===== src/hdl/ufp_defs.svh =====
// timing counts and constants for the usb parallel fifo port host
`ifndef UFP_DEFS_SVH
`define UFP_DEFS_SVH

`define UFP_CLK_MHZ 250
`define UFP_DATA_W 8
`define UFP_FIFO_DEPTH 8
`define UFP_RD_LOW_NS 50
`define UFP_RD_GAP_NS 50
`define UFP_WR_HIGH_NS 20
`define UFP_WR_LOW_NS 50
`define UFP_WAKE_MS 20
// least times round up to whole cycles
`define UFP_RD_LOW_CYC ((`UFP_RD_LOW_NS * `UFP_CLK_MHZ + 999) / 1000)
`define UFP_RD_GAP_CYC ((`UFP_RD_GAP_NS * `UFP_CLK_MHZ + 999) / 1000)
`define UFP_WR_HIGH_CYC ((`UFP_WR_HIGH_NS * `UFP_CLK_MHZ + 999) / 1000)
`define UFP_WR_LOW_CYC ((`UFP_WR_LOW_NS * `UFP_CLK_MHZ + 999) / 1000)
`define UFP_WAKE_CYC (`UFP_WAKE_MS * 1000 * `UFP_CLK_MHZ)
`define UFP_WAKE_CNT_W 23

`endif


===== src/hdl/ufp_pkg.sv =====
// types shared by the usb parallel fifo port host
package ufp_pkg;

  typedef enum logic [5:0] {
    UFP_IDLE    = 6'b000001,
    UFP_RD_LOW  = 6'b000010,
    UFP_RD_GAP  = 6'b000100,
    UFP_WR_HIGH = 6'b001000,
    UFP_WR_LOW  = 6'b010000,
    UFP_WAKE    = 6'b100000
  } ufp_state_t;

  typedef struct packed {
    logic valid;
    logic [7:0] data;
  } ufp_byte_t;

endpackage


===== src/hdl/ufp_fifo.sv =====
// small synchronous fifo with registered full and empty
`timescale 1ns/1ps
`default_nettype none
module ufp_fifo #(
  parameter int W = 8,
  parameter int D = 8
) (
  input wire logic ref_clk,
  input wire logic sys_rst,
  input wire logic in_valid,
  output logic in_ready,
  input wire logic [W-1:0] in_data,
  output logic out_valid,
  input wire logic out_ready,
  output logic [W-1:0] out_data
);
  localparam int AW = $clog2(D);

  logic [W-1:0] mem [D];
  logic [AW-1:0] wr_ptr_reg, rd_ptr_reg;
  logic [AW:0] count_reg, count_next;
  logic push, pop;

  assign push = in_valid && in_ready;
  assign pop = out_valid && out_ready;
  assign out_data = mem[rd_ptr_reg];

  always_comb begin
    count_next = count_reg;
    if (push && !pop) begin
      count_next = count_reg + 1'b1;
    end else if (pop && !push) begin
      count_next = count_reg - 1'b1;
    end
  end

  always_ff @(posedge ref_clk) begin
    if (push) begin
      mem[wr_ptr_reg] <= in_data;
    end
  end

  always_ff @(posedge ref_clk or posedge sys_rst) begin
    if (sys_rst) begin
      wr_ptr_reg <= '0;
      rd_ptr_reg <= '0;
      count_reg <= '0;
      in_ready <= 1'b0;
      out_valid <= 1'b0;
    end else begin
      if (push) begin
        wr_ptr_reg <= (wr_ptr_reg == AW'(D - 1)) ? '0 : wr_ptr_reg + 1'b1;
      end
      if (pop) begin
        rd_ptr_reg <= (rd_ptr_reg == AW'(D - 1)) ? '0 : rd_ptr_reg + 1'b1;
      end
      count_reg <= count_next;
      in_ready <= (count_next != (AW + 1)'(D));
      out_valid <= (count_next != '0);
    end
  end
endmodule
`default_nettype wire


===== src/hdl/ufp_host.sv =====
// host controller driving the usb parallel fifo port pins
`timescale 1ns/1ps
`default_nettype none
`include "ufp_defs.svh"
module ufp_host import ufp_pkg::*; #(
  parameter int unsigned WAKE_CYC = `UFP_WAKE_CYC
) (
  input wire logic ref_clk,
  input wire logic sys_rst,
  input wire logic [7:0] data_in,
  output logic [7:0] data_out,
  output logic data_oe,
  output logic rd_n,
  output logic wr,
  input wire logic tx_space_flag_n,
  input wire logic rx_flag_in,
  output logic rx_flag_out,
  output logic rx_flag_oe,
  input wire logic power_enable_n,
  input wire logic tx_valid,
  output logic tx_ready,
  input wire logic [7:0] tx_data,
  output ufp_byte_t rx_byte,
  input wire logic wake_req,
  output logic wake_busy,
  output logic suspended
);
  // ---------------------------------------------------------------
  // transmit buffer
  // ---------------------------------------------------------------
  logic fifo_valid, fifo_pop;
  logic [7:0] fifo_data;

  ufp_fifo #(.W(`UFP_DATA_W), .D(`UFP_FIFO_DEPTH)) u_tx_fifo (
    .ref_clk(ref_clk),
    .sys_rst(sys_rst),
    .in_valid(tx_valid),
    .in_ready(tx_ready),
    .in_data(tx_data),
    .out_valid(fifo_valid),
    .out_ready(fifo_pop),
    .out_data(fifo_data)
  );

  // ---------------------------------------------------------------
  // sequencer
  // ---------------------------------------------------------------
  ufp_state_t state_reg;
  logic [3:0] tmr_reg;
  logic [`UFP_WAKE_CNT_W-1:0] wake_cnt_reg;
  logic tmr_done, wake_pending_reg, go_read, go_write, go_wake;

  assign tmr_done = (tmr_reg == 4'h0);
  // reads win over writes: the device stalls if received data is never drained
  // read only when data waits
  assign go_read = !power_enable_n && !rx_flag_in;
  assign go_write = !power_enable_n && !tx_space_flag_n && fifo_valid && !go_read;
  assign go_wake = power_enable_n && wake_pending_reg;
  assign fifo_pop = (state_reg == UFP_IDLE) && go_write;

  always_ff @(posedge ref_clk or posedge sys_rst) begin
    if (sys_rst) begin
      wake_pending_reg <= 1'b0;
    end else if (wake_req) begin
      wake_pending_reg <= 1'b1;
    end else if (go_wake && state_reg == UFP_IDLE) begin
      wake_pending_reg <= 1'b0;
    end
  end

  always_ff @(posedge ref_clk or posedge sys_rst) begin
    if (sys_rst) begin
      state_reg <= UFP_IDLE;
      tmr_reg <= 4'h0;
    end else begin
      case (state_reg)
        UFP_IDLE: begin
          if (go_wake) begin
            state_reg <= UFP_WAKE;
          end else if (go_read) begin
            state_reg <= UFP_RD_LOW;
            tmr_reg <= 4'(`UFP_RD_LOW_CYC - 1);
          end else if (go_write) begin
            state_reg <= UFP_WR_HIGH;
            tmr_reg <= 4'(`UFP_WR_HIGH_CYC - 1);
          end
        end
        UFP_RD_LOW: begin
          if (tmr_done) begin
            state_reg <= UFP_RD_GAP;
            tmr_reg <= 4'(`UFP_RD_GAP_CYC - 1);
          end else begin
            tmr_reg <= tmr_reg - 4'h1;
          end
        end
        UFP_WR_HIGH: begin
          // hold write high while no space
          if (tmr_done && !tx_space_flag_n) begin
            state_reg <= UFP_WR_LOW;
            tmr_reg <= 4'(`UFP_WR_LOW_CYC - 1);
          end else if (!tmr_done) begin
            tmr_reg <= tmr_reg - 4'h1;
          end
        end
        UFP_RD_GAP, UFP_WR_LOW: begin
          if (tmr_done) begin
            state_reg <= UFP_IDLE;
          end else begin
            tmr_reg <= tmr_reg - 4'h1;
          end
        end
        UFP_WAKE: begin
          if (wake_cnt_reg == `UFP_WAKE_CNT_W'(WAKE_CYC - 1)) begin
            state_reg <= UFP_IDLE;
          end
        end
        default: begin
          state_reg <= UFP_IDLE;
        end
      endcase
    end
  end

  // ---------------------------------------------------------------
  // read strobe and capture
  // ---------------------------------------------------------------
  always_ff @(posedge ref_clk or posedge sys_rst) begin
    if (sys_rst) begin
      rd_n <= 1'b1;
      rx_byte <= '0;
    end else begin
      rx_byte.valid <= 1'b0;
      if (state_reg == UFP_IDLE && !go_wake && go_read) begin
        rd_n <= 1'b0;
      end else if (state_reg == UFP_RD_LOW && tmr_done) begin
        rd_n <= 1'b1;
        rx_byte.valid <= 1'b1;
        rx_byte.data <= data_in;
      end
    end
  end

  // ---------------------------------------------------------------
  // write strobe and data drive
  // ---------------------------------------------------------------
  always_ff @(posedge ref_clk or posedge sys_rst) begin
    if (sys_rst) begin
      wr <= 1'b0;
      data_oe <= 1'b0;
      data_out <= 8'h00;
    end else begin
      if (fifo_pop && !go_wake) begin
        wr <= 1'b1;
        data_oe <= 1'b1;
        data_out <= fifo_data;
      end else if (state_reg == UFP_WR_HIGH && tmr_done && !tx_space_flag_n) begin
        wr <= 1'b0;
      end else if (state_reg == UFP_WR_LOW && tmr_done) begin
        data_oe <= 1'b0;
      end
    end
  end

  // ---------------------------------------------------------------
  // remote wakeup and suspend
  // ---------------------------------------------------------------
  always_ff @(posedge ref_clk or posedge sys_rst) begin
    if (sys_rst) begin
      wake_cnt_reg <= '0;
      rx_flag_oe <= 1'b0;
      rx_flag_out <= 1'b0;
      wake_busy <= 1'b0;
      suspended <= 1'b0;
    end else begin
      // host leaves the strobes idle in suspend: rd_n high, wr low
      suspended <= power_enable_n;
      rx_flag_out <= 1'b0;
      // hold the pin low for the wake time
      if (state_reg == UFP_IDLE && go_wake) begin
        rx_flag_oe <= 1'b1;
        wake_busy <= 1'b1;
        wake_cnt_reg <= '0;
      end else if (state_reg == UFP_WAKE) begin
        if (wake_cnt_reg == `UFP_WAKE_CNT_W'(WAKE_CYC - 1)) begin
          rx_flag_oe <= 1'b0;
          wake_busy <= 1'b0;
        end else begin
          wake_cnt_reg <= wake_cnt_reg + 1'b1;
        end
      end
    end
  end

  // ---------------------------------------------------------------
  // assertions
  // ---------------------------------------------------------------
  // wake pulse length counted apart from the sequencer's own counter
  logic [`UFP_WAKE_CNT_W-1:0] oe_len_reg;

  always_ff @(posedge ref_clk or posedge sys_rst) begin
    if (sys_rst) begin
      oe_len_reg <= '0;
    end else begin
      oe_len_reg <= rx_flag_oe ? oe_len_reg + 1'b1 : '0;
    end
  end
endmodule
`default_nettype wire


===== config.mk =====
export PLATFORM = sky130hd
export DESIGN_NAME = ufp_host
export DESIGN_NICKNAME = d
export VERILOG_FILES = /design/src/hdl/ufp_pkg.sv /design/src/hdl/ufp_fifo.sv /design/src/hdl/ufp_host.sv
export VERILOG_INCLUDE_DIRS = /design/src /design/src/hdl
export SDC_FILE = /design/constraint.sdc
export NUM_CORES = 1
export LEC_CHECK = 0
export ABC_AREA = 1
export ABC_CLOCK_PERIOD_IN_PS = 3440
export BUFFER_PORTS_ARGS = -buffer_cell sky130_fd_sc_hd__buf_2
export CORE_AREA = 4 4 118 120
export DETAILED_ROUTE_END_ITERATION = 6
export DIE_AREA = 0 0 122 124
export PLACE_DENSITY = 0.73
export SYNTH_ARGS = -nofsm -noshare
export SYNTH_HDL_FRONTEND = slang
export SYNTH_SLANG_ARGS = --single-unit

===== constraint.sdc =====
create_clock -name ref_clk -period 3.44 [get_ports ref_clk]
set_clock_uncertainty 0.1 [all_clocks]
set_input_delay 0.172 -clock ref_clk [delete_from_list [all_inputs] [get_ports ref_clk]]
set_output_delay 0.172 -clock ref_clk [all_outputs]
set_load 0.02 [all_outputs]

==> flow_metrics.py <==
metrics = {
    "run_status": {
        "status": "complete, no violations",
    },
    "drt": {
        "wl_met1_um": 5910,
        "drc_errors": 0,
        "wire_per_inst_um": 14.9,
        "vias": 5048,
        "highest_layer": "met4",
        "wl_um": 14200,
        "avgViaCountPerCell": 5.27,
        "firstDrtPassIters": 6,
        "wl_met3_um": 633,
        "ant_nets": 0,
        "dr_wl_met2_um": 7360,
        "drt-initial-drc-count": 587,
    },
    "grt": {
        "antenna_found_initial": 0,
        "grt_pass1_vias": 4837,
        "grt_pass1_wl_um": 23400,
        "grt_max_degree": 38,
        "overflow": 0,
        "track_usage": 0.200,
    },
    "critical_path": {
        "critical_path_class": "reg -> reg",
        "worstReg2RegStart": "tmr_reg[0]",
        "cp.required_ns": 3.64,
        "arrival_ns": 2.42,
        "worstPathMaxFanout": 11,
        "endpoint_kind": "register",
        "cp-start-kind": "register",
        "worstSetupStartpoint": "tmr_reg[0]",
    },
    "clock_tree": {
        "cts.path.max_buffers": 2,
        "cts_made_buffers": 17,
        "cts_root_buf": "clkbuf_16",
        "postCtsHoldBufs": 19,
        "cts_sinks": 132,
        "clkTransAtPathRegs_ns": 0.05,
        "htreeDepth": 4,
        "cts_setup_buffers": 0,
        "insertion_delay_ns": 0.41,
        "cts_resized": 0,
        "cts_tree": "done",
    },
    "cells_and_area": {
        "drive_above_1_share": 0.145,
        "antenna_cells": 0,
        "mostFrequentLayoutCells": "nand2_1 (180), nor2_1 (105), dfrtp_1 (66), edfxtp_1 (64), nand3_1 (56)",
        "nets": 800,
        "largest_reg_flops": 64,
        "area_delta_synth_final_pct": 19.0,
        "mostFrequentLayoutCell": "nand2_1",
    },
    "pwr": {
        "vdd_drop_max_v": 0.000337,
        "p_leak_nw": 3.19,
        "p_per_area_nw_per_um2": 819,
        "finalPower_w": 0.00616,
    },
    "floorplan": {
        "start_util": 0.487,
        "fp.dieW_um": 122,
        "rows": 42,
        "die_h_um": 124,
        "die_area_um2": 15100,
        "io-pin-count": 48,
        "core_area_um2": 13000,
    },
    "min_path": {
        "worst_hold_path_type": "in -> reg",
        "hold_path_startpoint": "rx_flag_in",
    },
    "sta": {
        "fin_crit_sh": 0.646,
        "setup_viol": 0,
        "rsz0062_at_grt": "false",
        "fmax_mhz": 450,
        "relSlewSlack": 0.314,
        "final_max_slew_viol_count": 0,
        "hold_viol_final": 0,
        "min_period_ns": 2.22,
        "tightest_slew_ns": 1.03,
        "tns_ns": 0,
        "layout_setup_ws_ns": 1.22,
    },
    "place": {
        "port_buffers": 46,
        "place_ws_ns": 1.23,
        "dpl.hpwl_um": 9340,
        "place.gp.congestion": 0.925,
    },
    "yosys": {
        "syn_inst": 700,
        "yosysSeqAreaShare": 0.573,
        "synth_edf_count": 64,
        "yosysTopAreaCell": "edfxtp_1",
        "synth_ff_type": "dfrtp_1",
        "ys_warn_count": 0,
        "syn_area_per_cell_um2": 9.04,
        "synth_cell_types": 37,
        "syn_area_um2": 6320,
        "ys_top_cells_by_area": "edfxtp_1 (30%), dfrtp_1 (26%), nand2_1 (11%)",
        "ys_ff_latch": 132,
        "synth_top_area_frac": 0.304,
        "async_flop_share": 0.515,
        "syn_nets": 732,
    },
    "run": {
        "drv_cap": 0,
    },
}
worst paths after layout:
kind,slack (ns),end,cells past startpoint
min in group asynchronous,0.40,rx_byte[6],3
hold reg to reg,0.37,rx_byte[3],2
setup / recovery,1.22,state_reg[4],9
max in group asynchronous,1.86,state_reg[0],4
hold / removal,0.03,state_reg[1],4
setup reg to reg,1.22,state_reg[4],9
kinds of logic after synthesis:
group,count (synthesis),synth area share
other,1,0.000593
AOI/OAI and AO/OA,90,0.0789
DFF,132,0.573
adders and majority gates,9,0.0178
and+or+nand+nor,378,0.256
xor gates and xnor gates,17,0.0235
buffers and inverters,73,0.0498
per-stage QoR:
step	std cells	hold WS [ns]	instance area [µm²]	util
floorplan	700	0.103	6320	-
global placement	906	0.231	6690	0.515
detailed placement	906	0.229	6690	0.515
CTS	957	0.0143	7530	0.580
global route	957	0.0447	7530	0.580
finish	957	0.0296	7530	0.580
critical path, cell delays in order, from the launching register on:
cell and delay [ns]:
dfrtp_1 0.35, inv_1 0.14, ha_1 0.21, nand3_1 0.33, nor2_1 0.32, inv_1 0.10
a21oi_1 0.28, nand3_1 0.16, nand2_1 0.09, nand2_1 0.05
where the power goes:
group	total (W)	internal [W]	switching [W]
Clock	0.00194	0.00130	0.000645
Sequential	0.00227	0.00202	0.000258
Combinational	0.00195	0.000614	0.00133
Total	0.00616	0.00393	0.00224
synth_stat cells, types with 4 or more instances:
| library cell | number |
|---|---|
| nand3_1 | 56 |
| o21ai_1 | 10 |
| nor3_1 | 5 |
| edfxtp_1 | 64 |
| nor2_1 | 105 |
| dfrtp_1 | 66 |
| ha_1 | 9 |
| nand4_1 | 9 |
| nand2_1 | 180 |
| buf_2 | 5 |
| xor2_1 | 11 |
| inv_1 | 47 |
| nand2_2 | 6 |
| clkbuf_1 | 9 |
| o22ai_1 | 18 |
| a21oi_1 | 4 |
| o21ai_0 | 45 |
| a31oi_1 | 8 |
| nor2_2 | 7 |
| inv_2 | 5 |
| xnor2_1 | 6 |
routing by layer:
layer,GRT usage,vias up
li1,-,2480
met2,0.345,163
met4,0.0861,0
met5,0,-
met3,0.0404,27
met1,0.244,2378
final cells by class:
type,count,area (µm²)
sequential,132,3630
timing repair buffer,68,443
tap,176,220
clock buffer,18,439
multi-input combinational,495,2380
inverter,54,208
clock inverter,14,209
fill,1111,5450
No activity file was read; power rests on OpenSTA's default activity.
